**src/rtl/cssl_pkg.sv**
```systemverilog
// Package with register map, field positions and delay chip timing for the source selector
package cssl_pkg;
  localparam int                ADDR_W              = 16;
  localparam int                DATA_W              = 8;
  localparam logic [ADDR_W-1:0] SOURCE_SWITCH_ADDRESS = 16'hfff8;
  localparam logic [ADDR_W-1:0] DELAY_A_ADDR        = 16'h0601;
  localparam logic [ADDR_W-1:0] DELAY_B_ADDR        = 16'h0281;
  localparam int                SW_AUTO_BIT         = 0;
  localparam int                SW_CLK_BIT          = 1;
  localparam int                SW_SYNC_BIT         = 2;
  localparam int                SW_CLK_RD_BIT       = 4;
  localparam int                SW_SYNC_RD_BIT      = 5;
  localparam logic [7:0]        SWITCH_RESET        = 8'h01;
  localparam logic [7:0]        DELAY_RESET         = 8'h00;
  localparam int                DELAY_STEP_PS       = 500;
  localparam int                CLK_PERIOD_NS       = 40;
  // Serial programming clock half period, a least time
  localparam int                PROG_HALF_NS        = 100;
  localparam int                PROG_HALF_CYC       =
    (PROG_HALF_NS + CLK_PERIOD_NS - 1) / CLK_PERIOD_NS;
  localparam int                PROG_BITS           = 8;
endpackage : cssl_pkg

```
**src/rtl/cssl_source_select.sv**
```systemverilog
// Clock and sync source selection with delay chip serial programmers
//
// Chosen here: strobed register access.
`timescale 1ns/1ps
// Behaviour
// - Auto mode and master role: both selectors pick local sources.
// - Auto mode and slave role: both selectors pick external sources.
// - Switch bit 0 low: clock selector from bit 1, sync from bit 2.
// - Switch read shows clock selector state in bit 4, plus sync state.
// - Switch register decoded at 0xfff8, writable and readable.
// - Write to 0x601 or 0x281 programs the matching delay chip serially.
// - Red fifo-full LED shows the master role flag.
// - Selector high chooses external source, low chooses local.
// - Sync delay setting 0..255, 0.5 ns per step.
module cssl_source_select
  import cssl_pkg::*;
(
  // Clock and reset
  input  wire logic                       clk_in,
  input  wire logic                       rstn_in,
  // Register port
  input  wire logic [cssl_pkg::ADDR_W-1:0] addr_in,
  input  wire logic [cssl_pkg::DATA_W-1:0] wdata_in,
  input  wire logic                       wr_in,
  input  wire logic                       rd_in,
  output logic      [cssl_pkg::DATA_W-1:0] rdata_out,
  // Role strap from pin
  input  wire logic                       master_role_in,
  // Selectors and LED
  output logic                            clock_source_selector_out,
  output logic                            sync_source_selector_out,
  output logic                            led_fifo_full_out,
  // Delay chip A serial port (sync delay)
  output logic                            dly_a_sclk_out,
  output logic                            dly_a_sdata_out,
  output logic                            dly_a_load_out,
  // Delay chip B serial port (clock delay), then busy for both chips
  output logic                            dly_b_sclk_out,
  output logic                            dly_b_sdata_out,
  output logic                            dly_b_load_out,
  output logic                            dly_busy_out
);
  import cssl_pkg::*;

  typedef enum logic [1:0] {CSSL_IDLE, CSSL_LOW, CSSL_HIGH, CSSL_LOAD} cssl_state_t;

  logic [2:0]        role_sync_q;
  logic              master_role_flag_q;
  logic [7:0]        switch_q;
  logic [7:0]        delay_a_q;
  logic [7:0]        delay_b_q;
  logic              pend_a_q;
  logic              pend_b_q;
  cssl_state_t       state_q;
  logic              chip_b_q;
  logic [7:0]        shift_q;
  logic [3:0]        bit_cnt_q;
  logic [7:0]        tick_cnt_q;
  logic              tick;
  logic              sel_clk_d;
  logic              sel_sync_d;
  logic              wr_a;
  logic              wr_b;

  // Elaboration checks on the constants the logic is built around
  if (PROG_HALF_CYC < 1 || PROG_HALF_CYC > 255)
  begin : g_bad_half
    $error("Programming half period does not fit the tick counter");
  end
  if (PROG_BITS != DATA_W || PROG_BITS > 15)
  begin : g_bad_bits
    $error("Programming word must match the delay register width");
  end
  if (SW_CLK_RD_BIT == SW_SYNC_RD_BIT || SW_SYNC_RD_BIT >= DATA_W)
  begin : g_bad_rd_bits
    $error("Selector readback bits must be distinct and inside the word");
  end
  if (SW_AUTO_BIT > 2 || SW_CLK_BIT > 2 || SW_SYNC_BIT > 2)
  begin : g_bad_sw_bits
    $error("Switch control bits must lie in the stored field");
  end
  if (SOURCE_SWITCH_ADDRESS == DELAY_A_ADDR || SOURCE_SWITCH_ADDRESS == DELAY_B_ADDR ||
      DELAY_A_ADDR == DELAY_B_ADDR)
  begin : g_bad_map
    $error("Register addresses must be distinct");
  end

  // Role pin through three flops, change taken when last two agree
  // Flag starts as slave until the pin has settled
  always_ff @(posedge clk_in)
  begin
    if (!rstn_in)
    begin
      role_sync_q        <= 3'h0;
      master_role_flag_q <= 1'b0;
    end
    else
    begin
      role_sync_q <= {role_sync_q[1:0], master_role_in};
      if (role_sync_q[1] == role_sync_q[2])
        master_role_flag_q <= role_sync_q[2];
    end
  end

  assign wr_a = wr_in && (addr_in == DELAY_A_ADDR);
  assign wr_b = wr_in && (addr_in == DELAY_B_ADDR);

  // Switch register; only the three control bits are stored
  always_ff @(posedge clk_in)
  begin
    if (!rstn_in)
      switch_q <= SWITCH_RESET;
    else if (wr_in && addr_in == SOURCE_SWITCH_ADDRESS)
      switch_q <= {5'h00, wdata_in[2:0]};
  end

  // Delay settings, kept for readback and for the programmer
  always_ff @(posedge clk_in)
  begin
    if (!rstn_in)
    begin
      delay_a_q <= DELAY_RESET;
      delay_b_q <= DELAY_RESET;
    end
    else
    begin
      if (wr_a)
        delay_a_q <= wdata_in;
      if (wr_b)
        delay_b_q <= wdata_in;
    end
  end

  // Selector choice; high means external
  always_comb
  begin
    if (switch_q[SW_AUTO_BIT])
    begin
      sel_clk_d  = !master_role_flag_q;
      sel_sync_d = !master_role_flag_q;
    end
    else
    begin
      sel_clk_d  = switch_q[SW_CLK_BIT];
      sel_sync_d = switch_q[SW_SYNC_BIT];
    end
  end

  always_ff @(posedge clk_in)
  begin
    if (!rstn_in)
    begin
      clock_source_selector_out <= 1'b0;
      sync_source_selector_out  <= 1'b0;
      led_fifo_full_out         <= 1'b0;
    end
    else
    begin
      clock_source_selector_out <= sel_clk_d;
      sync_source_selector_out  <= sel_sync_d;
      led_fifo_full_out         <= master_role_flag_q;
    end
  end

  // Read data, valid the cycle after the strobe
  // Selector bits show the driven pins, not the stored request
  always_ff @(posedge clk_in)
  begin
    if (!rstn_in)
      rdata_out <= 8'h00;
    else if (rd_in)
    begin
      case (addr_in)
        SOURCE_SWITCH_ADDRESS:
        begin
          rdata_out                 <= {5'h00, switch_q[2:0]};
          rdata_out[SW_CLK_RD_BIT]  <= clock_source_selector_out;
          rdata_out[SW_SYNC_RD_BIT] <= sync_source_selector_out;
        end
        DELAY_A_ADDR: rdata_out <= delay_a_q;
        DELAY_B_ADDR: rdata_out <= delay_b_q;
        default:      rdata_out <= 8'h00;
      endcase
    end
    else
      rdata_out <= 8'h00;
  end

  // Pending program requests; a new write wins over the clear
  // Chip A goes first when both are waiting
  always_ff @(posedge clk_in)
  begin
    if (!rstn_in)
    begin
      pend_a_q <= 1'b0;
      pend_b_q <= 1'b0;
    end
    else
    begin
      if (wr_a)
        pend_a_q <= 1'b1;
      else if (state_q == CSSL_IDLE && pend_a_q)
        pend_a_q <= 1'b0;
      if (wr_b)
        pend_b_q <= 1'b1;
      else if (state_q == CSSL_IDLE && !pend_a_q && pend_b_q)
        pend_b_q <= 1'b0;
    end
  end

  // Half period enable divider
  always_ff @(posedge clk_in)
  begin
    if (!rstn_in || state_q == CSSL_IDLE || tick)
      tick_cnt_q <= 8'h00;
    else
      tick_cnt_q <= tick_cnt_q + 8'h01;
  end
  assign tick = (tick_cnt_q == 8'(PROG_HALF_CYC - 1));

  // Serial shifter, MSB first, load pulse after the last bit
  // Setting is copied at start, so a later write queues a rerun
  always_ff @(posedge clk_in)
  begin
    if (!rstn_in)
    begin
      state_q   <= CSSL_IDLE;
      chip_b_q  <= 1'b0;
      shift_q   <= 8'h00;
      bit_cnt_q <= 4'h0;
    end
    else
    begin
      case (state_q)
        CSSL_IDLE:
          if (pend_a_q || pend_b_q)
          begin
            chip_b_q  <= !pend_a_q;
            shift_q   <= pend_a_q ? delay_a_q : delay_b_q;
            bit_cnt_q <= 4'h0;
            state_q   <= CSSL_LOW;
          end
        CSSL_LOW:
          if (tick)
            state_q <= CSSL_HIGH;
        CSSL_HIGH:
          if (tick)
          begin
            shift_q   <= {shift_q[6:0], 1'b0};
            bit_cnt_q <= bit_cnt_q + 4'h1;
            state_q   <= (bit_cnt_q == 4'(PROG_BITS - 1)) ? CSSL_LOAD : CSSL_LOW;
          end
        CSSL_LOAD:
          if (tick)
            state_q <= CSSL_IDLE;
        default:
          state_q <= CSSL_IDLE;
      endcase
    end
  end

  // Chip A port; idle levels low so the chip sees no stray edge
  always_ff @(posedge clk_in)
  begin
    if (!rstn_in)
    begin
      dly_a_sclk_out  <= 1'b0;
      dly_a_sdata_out <= 1'b0;
      dly_a_load_out  <= 1'b0;
    end
    else
    begin
      dly_a_sclk_out  <= !chip_b_q && state_q == CSSL_HIGH;
      dly_a_sdata_out <= !chip_b_q && state_q != CSSL_IDLE && shift_q[7];
      dly_a_load_out  <= !chip_b_q && state_q == CSSL_LOAD;
    end
  end

  // Chip B port
  always_ff @(posedge clk_in)
  begin
    if (!rstn_in)
    begin
      dly_b_sclk_out  <= 1'b0;
      dly_b_sdata_out <= 1'b0;
      dly_b_load_out  <= 1'b0;
    end
    else
    begin
      dly_b_sclk_out  <= chip_b_q && state_q == CSSL_HIGH;
      dly_b_sdata_out <= chip_b_q && state_q != CSSL_IDLE && shift_q[7];
      dly_b_load_out  <= chip_b_q && state_q == CSSL_LOAD;
    end
  end

  // Busy covers a waiting request as well as the shift itself
  always_ff @(posedge clk_in)
  begin
    if (!rstn_in)
      dly_busy_out <= 1'b0;
    else
      dly_busy_out <= state_q != CSSL_IDLE || pend_a_q || pend_b_q;
  end

endmodule : cssl_source_select

```
**config.mk**
```make
export PLATFORM = sky130hd
export DESIGN_NAME = cssl_source_select
export DESIGN_NICKNAME = d
export VERILOG_FILES = /design/src/rtl/cssl_pkg.sv /design/src/rtl/cssl_source_select.sv
export SDC_FILE = /design/constraint.sdc
export NUM_CORES = 1
export LEC_CHECK = 0
export ABC_AREA = 1
export BUFFER_PORTS_ARGS = -buffer_cell sky130_fd_sc_hd__buf_2
export CORE_MARGIN = 2
export CORE_UTILIZATION = 56
export CTS_CLUSTER_DIAMETER = 150
export DETAILED_ROUTE_END_ITERATION = 12
export HOLD_SLACK_MARGIN = 0.12
export MAX_ROUTING_LAYER = met4
export PLACE_DENSITY = 0.76
export SLEW_MARGIN = 20
export SYNTH_ARGS = -nofsm -noshare
export SYNTH_HDL_FRONTEND = slang
export SYNTH_SLANG_ARGS = --single-unit
```
**constraint.sdc**
```tcl
create_clock -name clk_in -period 1.6 [get_ports clk_in]
set_input_delay 0.32 -clock clk_in [delete_from_list [all_inputs] [get_ports clk_in]]
set_output_delay 0.32 -clock clk_in [all_outputs]
set_load 0.02 [all_outputs]
```
==> impl_metrics.env, run 1 <==
export IMPL_status="finished, final reports clean"
export IMPL_synth_edf_count=0
export IMPL_worst_r2r_path_depth=9
export IMPL_setup_viol=0
export IMPL_cts_root_buffer="clkbuf_8"
export IMPL_numClockSinks=66
export IMPL_clock_fmax_mhz=693
export IMPL_cp_max_fo=20
export IMPL_critPathKind="reg2reg"
export IMPL_top_usage_layer="met2"
export IMPL_ys_seq_area_frac=0.424
export IMPL_ys_warn_count=0
export IMPL_synth_main_ff_cell="dfxtp_1"
export IMPL_ctsHtreeMaxLevel=3
export IMPL_slew_headroom=0.745
export IMPL_slew_viol_final=0
export IMPL_cp_startpoint="tick_cnt_q[0]$_SDFF_PP0_"
export IMPL_synthesis_nets=497
export IMPL_finClkSkew_ps=5.70
export IMPL_overflow=0
export IMPL_fillCellCount=490
export IMPL_hold_ws_ps=149
export IMPL_initial_core_util=0.573
export IMPL_route_detailed_drc=0
export IMPL_reg2reg_setup_slack_ps=160
export IMPL_hold_path_class="in2reg"
export IMPL_clock_latency_ps=350
export IMPL_grt_pass1_vias=2659
export IMPL_global_route_usage_met1=0.255
export IMPL_cts_hold_buf=0
export IMPL_clkSlewWorstSetupHoldPaths_ps=70
export IMPL_p_leak_nw=1.77
export IMPL_rsz0062_at_grt="no"
export IMPL_critPathRequiredTime_ps=1840
export IMPL_r2r_end="shift_q[7]$_SDFFE_PN0P_"
export IMPL_cts_tree="built"
export IMPL_startpoint_type="flop"
export IMPL_met2_usage=0.389
export IMPL_fin_tns_setup_ps=0
export IMPL_grt_pass1_wl_mm=11.0
export IMPL_die_area_um2=6180
export IMPL_min_path_cells=3
export IMPL_r2r_start="tick_cnt_q[0]$_SDFF_PP0_"
export IMPL_ios=47
export IMPL_grt_max_degree=24
export IMPL_min_to="role_sync_q[0]$_SDFF_PN0_"
export IMPL_cts_made_buffers=9
export IMPL_max_cap_viol_count=0
export IMPL_tightest_slew_ps=381
export IMPL_fin_crit_ps=1440
export IMPL_routed_wl_mm=6.57
export IMPL_ir_drop_v=0.000696
export IMPL_num_antenna_cells=0
export IMPL_power_density_nw_per_um2=1140
export IMPL_place_congestion=0.861
export IMPL_dieHeight_um=78.6
export IMPL_async_flop_share=0
export IMPL_max_clock_path_buffers=2
export IMPL_period_share=0.903
export IMPL_antenna_found_initial=0
export IMPL_syn_inst=465
export IMPL_drt_iter0_markers=131
export IMPL_antenna_left=0
export IMPL_power_mw=4.15
export IMPL_fin_nets=550
export IMPL_ys_ff_latch=66
export IMPL_io_buffers=46
export IMPL_critical_path_arrival_ps=1690
export IMPL_end_kind="flop"
export IMPL_hold_viol_final=0
export IMPL_area_delta_synth_final_pct=17.0
export IMPL_num_vias=2937
export IMPL_dp_hpwl_mm=4.69
export IMPL_post_drt_wl_per_cell_um=11.0
export IMPL_synth_distinct_cells=28
export IMPL_viasPerCell=4.94
export IMPL_fin_area_um2=3650
export IMPL_syn_avg_cell_area_um2=6.70
export IMPL_fp_coreArea_um2=5440
export IMPL_drive_above_1_share=0.176
export IMPL_min_from="master_role_in"
export IMPL_firstDrtPassIters=4
export IMPL_rows=27
export IMPL_placed_area_um2=3420
export IMPL_grt_util_all_layers=0.232
export IMPL_dieWidth_um=78.6
export IMPL_synth_area_um2=3120
export IMPL_use_met3=0.0632
[synth_stat cells, types with 2 or more instances]
master,count,area share
a21oi_1,23,0.037
inv_1,58,0.070
or2_2,10,0.020
nand3_4,2,0.011
clkbuf_1,2,0.0024
ha_1,3,0.012
nor2_1,101,0.12
buf_2,5,0.0080
nor3_1,5,0.0080
nand2_2,4,0.0080
nand2_1,109,0.13
nor2_4,3,0.011
nand3_1,40,0.064
dfxtp_1,66,0.42
buf_1,2,0.0024
buf_6,4,0.014
o21ai_0,15,0.024
xor2_1,3,0.0084
[cell usage in the layout (no fill, tap or decap), drive strengths merged]
cell / n
a211oi: 1
a21oi: 24
buf: 56
bufinv: 2
clkbuf: 11
clkinv: 3
clkinvlp: 1
dfxtp: 66
ha: 3
inv: 58
nand2: 113
nand3: 42
nand4: 1
nor2: 105
nor3: 5
nor3b: 1
o211ai: 1
o21ai: 16
o21bai: 1
or2: 10
xor2: 3
[cell type report]
cell class                 instances  area [µm²]  share of cell area
multi-input combinational        326        1490               0.407
tap                               72        90.1              0.0247
clock buffer                      11         141              0.0388
inverter                          59         221              0.0607
timing repair buffer              56         309              0.0848
clock inverter                     5        77.6              0.0213
sequential                        66        1320               0.362
[repair_timing]
item | 4_1_cts | 5_1_grt
gates resized for setup | 0 | 2
buffers inserted | 0 | 0
endpoints found under the setup margin | 0 | 2
[how the worst max path moves through the flow]
stage,to,cells after the start
after global placement,rdata_out[7]$_SDFF_PN0_,9
final,shift_q[7]$_SDFFE_PN0P_,9
after detailed placement,delay_a_q[7]$_SDFFE_PN0P_,8
after global routing,shift_q[1]$_SDFFE_PN0P_,9
after floorplan,bit_cnt_q[0]$_SDFFE_PN0P_,9
after CTS,shift_q[7]$_SDFFE_PN0P_,9
[layer usage]
| layer | vias up | routed length, µm |
|---|---|---|
| met5 | - | 0 |
| met4 | 0 | 95 |
| met3 | 15 | 353 |
| met2 | 75 | 3120 |
| met1 | 1306 | 3000 |
| li1 | 1541 | - |
[sequential cells by signal, indices dropped and copies added, names as in the netlist, 2 cells and up]
register / count
role_sync_q: 3
state_q: 2
delay_a_q: 8
bit_cnt_q: 4
delay_b_q: 8
shift_q: 8
rdata_out: 8
tick_cnt_q: 8
switch_q: 3
[worst max-delay path, stage by stage, from the launching register on]
cell and delay (ps):
dfxtp_1 370, inv_1 60, ha_1 190, nand2_1 60, nor2_1 40, nand2_1 90
nand2_1 120, buf_6 200, a21oi_1 150, nor2_1 70
[kinds of logic (layout without fill, tap and decap cells)]
group / after synthesis / count (layout) / share of synthesized area
adders and majority gates: 3 / 3 / 0.0120
DFF: 66 / 66 / 0.424
buffers and inverters: 73 / 131 / 0.101
AOI/OAI and AO/OA: 43 / 43 / 0.0727
xor gates and xnor gates: 3 / 3 / 0.00844
and+or+nand+nor: 277 / 277 / 0.382
[power by group]
part / internal, mW / switching (mW) / total (mW) / leakage (nW)
registers: 1.80 / 0.107 / 1.90 / 0.534
logic: 0.264 / 0.429 / 0.693 / 1.13
clock network: 0.915 / 0.639 / 1.55 / 0.109
total: 2.97 / 1.18 / 4.15 / 1.77
[per-stage QoR]
step	worst slack, ps	util	cells
after global placement	141	0.628	579
final	156	0.670	595
after floorplan	303	-	465
after CTS	132	0.669	595
after detailed placement	110	0.628	579
after global routing	20.6	0.670	595
Power figures use the tool's default switching activity.
==> inputs of run 2 (changes only) <==
- ABC_AREA: 1 -> not set
- CORE_UTILIZATION: 56 -> 55
- PLACE_DENSITY: 0.76 -> 0.75
==> impl_metrics.env, run 2 <==
export IMPL_cts_root_buffer="clkbuf_8"
export IMPL_clock_fmax_mhz=630
export IMPL_max_cap_viol_count=0
export IMPL_cts_tree="built"
export IMPL_finish_utilization=0.734
export IMPL_grt_max_degree=40
export IMPL_fp_coreArea_um2=4790
export IMPL_cp_endpoint="shift_q[2]$_SDFFE_PN0P_"
export IMPL_synth_main_ff_cell="dfxtp_1"
export IMPL_antenna_found_initial=0
export IMPL_hold_viol_final=0
export IMPL_placed_area_um2=3210
export IMPL_fin_crit_ps=1590
export IMPL_slew_viol_final=0
export IMPL_ys_seq_area_frac=0.477
export IMPL_netlist_top_cells_count="66 x dfxtp_1, 54 x nand2_1, 35 x mux2i_1"
export IMPL_route_detailed_drc=0
export IMPL_clkSlewWorstSetupHoldPaths_ps=70
export IMPL_critPathMaxStageDelay_ps=320
export IMPL_synth_area_um2=2770
export IMPL_crit_family="simple AND/OR/NAND/NOR gates"
export IMPL_fin_area_um2=3510
export IMPL_hold_ws_ps=188
export IMPL_final_cell_mix="64 x dfxtp_1, 54 x nand2_1, 46 x buf_2"
export IMPL_mostFrequentLayoutCell="dfxtp_1"
export IMPL_p_leak_nw=1.43
export IMPL_synth_most_common_cell="dfxtp_1"
export IMPL_initial_core_util=0.578
export IMPL_end_kind="flop"
export IMPL_overflow=0
export IMPL_startpoint_type="flop"
export IMPL_max_clock_path_buffers=2
export IMPL_r2r_start="tick_cnt_q[0]$_SDFF_PP0_"
export IMPL_critical_path_arrival_ps=1850
export IMPL_numClockSinks=66
export IMPL_ys_warn_count=0
export IMPL_cp_startpoint="tick_cnt_q[0]$_SDFF_PP0_"
export IMPL_rsz0062_at_grt="yes"
export IMPL_cp_slowest_cell="dfxtp_2"
export IMPL_cts_made_buffers=9
export IMPL_synth_edf_count=0
export IMPL_ir_drop_v=0.000778
export IMPL_crit_buf_inv=2
export IMPL_fin_tns_setup_ps=0
export IMPL_viasPerCell=5.35
export IMPL_place_congestion=0.871
export IMPL_drt_iter0_markers=130
export IMPL_cp_depth=7
export IMPL_dp_hpwl_mm=4.14
export IMPL_tightest_slew_ps=396
export IMPL_critPathRequiredTime_ps=1870
export IMPL_slew_headroom=0.735
export IMPL_dieHeight_um=74.9
export IMPL_grt_util_all_layers=0.233
export IMPL_grt_pass1_vias=2088
export IMPL_area_delta_synth_final_pct=26.9
export IMPL_syn_inst=299
export IMPL_num_vias=2305
export IMPL_grt_pass1_wl_mm=9.63
export IMPL_ys_ff_latch=66
export IMPL_setup_viol=0
export IMPL_hold_path_class="in2reg"
export IMPL_synth_distinct_cells=45
export IMPL_syn_avg_cell_area_um2=9.26
export IMPL_cp_cell_sequence="inv_2 > ha_4 > nor4b_4 > nand2_2 > a211oi_4 > buf_12 > mux2i_1"
export IMPL_firstDrtPassIters=4
export IMPL_synth_area_leaders="dfxtp_1 48%, mux2i_1 13%, nand2_1 7.3%"
export IMPL_r2r_end="shift_q[2]$_SDFFE_PN0P_"
export IMPL_finClkSkew_ps=5.50
export IMPL_clock_latency_ps=330
export IMPL_rows=25
export IMPL_ios=47
export IMPL_async_flop_share=0
export IMPL_io_buffers=46
export IMPL_reg2reg_setup_slack_ps=10
export IMPL_cts_hold_buf=0
export IMPL_post_drt_wl_per_cell_um=13.5
export IMPL_worst_r2r_path_depth=7
export IMPL_yosysTopAreaCell="dfxtp_1"
export IMPL_drive_above_1_share=0.266
export IMPL_status="finished, final reports clean"
export IMPL_critPathKind="reg2reg"
export IMPL_period_share=0.992
export IMPL_antenna_left=0
export IMPL_ctsHtreeMaxLevel=3
export IMPL_cp_max_fo=10
export IMPL_synthesis_nets=331
export IMPL_routed_wl_mm=5.84
export IMPL_num_antenna_cells=0
export IMPL_dieWidth_um=74.9
export IMPL_die_area_um2=5620
export IMPL_fin_nets=391
export IMPL_power_density_nw_per_um2=981
export IMPL_synth_top_area_share=0.477
## run 2: cell types whose count changed after synthesis, sizes merged, moves of 8 or more
cell | before | now
a21oi | 24 | 8
nand3 | 42 | 15
nor2 | 105 | 26
o21ai | 16 | 6
nand2 | 113 | 55
clkbuf | 2 | 10
mux2i | 0 | 35
inv | 58 | 1
or2 | 10 | 1
## run 2: layer usage
metal	track usage	wire (µm)	up-vias
met1	0.299	2660	1076
met3	0.0549	233	11
met2	0.351	2820	53
met4	0.103	118	0
met5	-	0	-
li1	-	-	1165
## run 2: power breakdown
group / leakage (nW) / switching (mW) / total [mW] / internal, mW
sequential: 0.534 / 0.00246 / 1.65 / 1.65
combinational: 0.772 / 0.0694 / 0.121 / 0.0514
clock: 0.126 / 0.626 / 1.68 / 1.05
## run 2: what timing repair did
action	4_1_cts	5_1_grt
gates resized for setup	1	8
buffers inserted	1	0
setup endpoints to repair	9	21
pin swaps	0	2
## run 2: worst min path at each step
stage / start / cells after the start / to / slack [ps]
after global routing: master_role_in / 2 / role_sync_q[0]$_SDFF_PN0_ / 190
final: master_role_in / 2 / role_sync_q[0]$_SDFF_PN0_ / 190
after global placement: role_sync_q[0]$_SDFF_PN0_ / 1 / role_sync_q[1]$_SDFF_PN0_ / 420
after floorplan: role_sync_q[0]$_SDFF_PN0_ / 1 / role_sync_q[1]$_SDFF_PN0_ / 410
after CTS: master_role_in / 2 / role_sync_q[0]$_SDFF_PN0_ / 180
after detailed placement: role_sync_q[0]$_SDFF_PN0_ / 1 / role_sync_q[1]$_SDFF_PN0_ / 430
## run 2: final cells by class
class	count	area (µm²)
clock buffer	13	179
clock inverter	3	68.8
fill	363	1270
inverter	2	7.51
multi-input combinational	213	1400
sequential	66	1320
tap	67	83.8
timing repair buffer	67	450
## run 2: logic make-up (layout without fill, tap and decap cells)
logic type | Yosys count | after routing | share of synthesized area
mux | 35 | 35 | 0.127
flops | 66 | 66 | 0.477
fa+ha+maj | 3 | 3 | 0.0136
buf+inv | 20 | 85 | 0.0348
xor+xnor | 6 | 6 | 0.0190
compound gates | 41 | 41 | 0.106
simple gates | 128 | 128 | 0.223
## run 2: worst reg2reg max path, cell delays in order (launching register included)
cell      delay [ps]
dfxtp_2          320
inv_2             60
ha_4             120
nor4b_4          230
nand2_2          110
a211oi_4         290
buf_12           180
mux2i_1          190
## run 2: stage by stage
step | std cells | setup slack [ps] | total power [mW]
floorplan | 299 | 17.8 | 1.74
global placement | 414 | 48.3 | 1.81
detailed placement | 414 | -53.0 | 1.81
CTS | 431 | -43.6 | 3.47
global route | 431 | -105 | 3.55
finish | 431 | 12.8 | 3.45
==> inputs of run 3 (changes only) <==
- ABC_AREA: not set -> 1
- CAP_MARGIN: not set -> 20
- PLACE_DENSITY: 0.75 -> 0.74
==> impl_metrics.env, run 3 (synthesis gave the netlist of run 1 again) <==
export IMPL_status="finished, final reports clean"
export IMPL_firstDrtPassIters=4
export IMPL_fp_coreArea_um2=5470
export IMPL_fin_nets=552
export IMPL_critPathMaxStageDelay_ps=370
export IMPL_finish_utilization=0.675
export IMPL_ir_drop_v=0.000944
export IMPL_crit_family="simple AND/OR/NAND/NOR gates"
export IMPL_route_detailed_drc=0
export IMPL_grt_pass1_wl_mm=11.3
export IMPL_startpoint_type="flop"
export IMPL_cp_slowest_cell="dfxtp_1"
export IMPL_hold_path_class="in2reg"
export IMPL_crit_buf_inv=2
export IMPL_routed_wl_mm=6.54
export IMPL_hold_viol_final=0
export IMPL_cts_hold_buf=0
export IMPL_cts_tree="built"
export IMPL_fin_tns_setup_ps=0
export IMPL_antenna_left=0
export IMPL_io_buffers=46
export IMPL_drive_above_1_share=0.183
export IMPL_ctsResizeCount=0
export IMPL_viasPerCell=4.87
export IMPL_numClockSinks=66
export IMPL_period_share=0.938
export IMPL_overflow=0
export IMPL_clock_fmax_mhz=666
export IMPL_max_clock_path_buffers=2
export IMPL_cts_made_buffers=9
export IMPL_multi_input_area_um2=1490
export IMPL_rows=27
export IMPL_die_area_um2=6280
export IMPL_setup_viol=0
export IMPL_ios=47
export IMPL_fillCellCount=501
export IMPL_post_cts_setup_buffers=0
export IMPL_cpMostUsedCell="nand2_1"
export IMPL_max_cap_viol_count=0
export IMPL_num_antenna_cells=0
export IMPL_cp_cell_sequence="inv_1 > ha_1 > nand2_1 > nor2_1 > nand2_1 > nand2_1 > buf_4 > a21oi_1 > nor2_1"
export IMPL_dieHeight_um=79.3
export IMPL_place_congestion=0.801
export IMPL_num_vias=2906
export IMPL_initial_core_util=0.569
export IMPL_clkSlewWorstSetupHoldPaths_ps=70
export IMPL_dieWidth_um=79.3
export IMPL_critPathRequiredTime_ps=1830
export IMPL_mostFrequentLayoutCell="nand2_1"
export IMPL_ctsHtreeMaxLevel=3
export IMPL_power_density_nw_per_um2=1180
export IMPL_critical_path_arrival_ps=1730
export IMPL_p_leak_nw=1.80
export IMPL_final_cell_mix="109 x nand2_1, 101 x nor2_1, 66 x dfxtp_1"
export IMPL_regArea_um2=1320
export IMPL_slew_viol_final=0
export IMPL_area_delta_synth_final_pct=18.6
export IMPL_grt_util_all_layers=0.234
export IMPL_dp_hpwl_mm=4.70
export IMPL_cts_root_buffer="clkbuf_8"
export IMPL_rsz0062_at_grt="no"
export IMPL_drt_iter0_markers=162
export IMPL_grt_max_degree=24
export IMPL_critPathKind="reg2reg"
export IMPL_antenna_found_initial=0
export IMPL_end_kind="flop"
export IMPL_cp_max_fo=16
export IMPL_slew_headroom=0.809
export IMPL_post_drt_wl_per_cell_um=10.9
export IMPL_fin_crit_ps=1500
export IMPL_grt_pass1_vias=2570
export IMPL_clock_latency_ps=350
export IMPL_finClkSkew_ps=11.7
export IMPL_tightest_slew_ps=286
run 3: metal layers:
layer  routed length [µm]  vias to the layer above  track usage
li1                     -                     1544            -
met1                 3010                     1287        0.288
met2                 3080                       63        0.374
met3                  336                       12       0.0455
met4                  108                        0        0.107
met5                    0                        -            -
run 3: through the flow:
stage	instances	hold slack, ps	area [µm²]	power, mW	setup slack [ps]
floorplan	465	390	3120	2.42	303
detailed placement	581	399	3430	2.63	114
global route	597	199	3690	4.57	13.5
global placement	581	393	3430	2.61	131
finish	597	177	3690	4.37	98.7
CTS	597	170	3680	4.37	99.9
run 3: power by group:
part | leakage, nW | internal, mW | total (mW) | switching [mW]
Clock | 0.129 | 1.11 | 1.75 | 0.635
Combinational | 1.14 | 0.284 | 0.713 | 0.429
Sequential | 0.534 | 1.80 | 1.90 | 0.107
Total | 1.80 | 3.19 | 4.37 | 1.17
run 3: cell type report:
cell class,instances,area share
Multi-Input combinational cell,326,0.403
Clock inverter,5,0.0271
Tap cell,72,0.0244
Timing Repair Buffer,58,0.0867
Inverter,59,0.0599
Clock buffer,11,0.0410
Sequential cell,66,0.358
run 3: worst reg2reg max path, cell delays in order (launching register included):
cell	delay (ps)
dfxtp_1	370
inv_1	60
ha_1	190
nand2_1	60
nor2_1	40
nand2_1	150
nand2_1	90
buf_4	200
a21oi_1	170
nor2_1	70
run 3: worst paths after layout:
kind	cells past startpoint	to	start	slack, ps
setup / recovery	9	shift_q[1]$_SDFFE_PN0P_	tick_cnt_q[0]$_SDFF_PP0_	100
hold / removal	3	role_sync_q[0]$_SDFF_PN0_	master_role_in	180
setup reg to reg	9	shift_q[1]$_SDFFE_PN0P_	tick_cnt_q[0]$_SDFF_PP0_	100
hold reg to reg	2	role_sync_q[1]$_SDFF_PN0_	role_sync_q[0]$_SDFF_PN0_	430
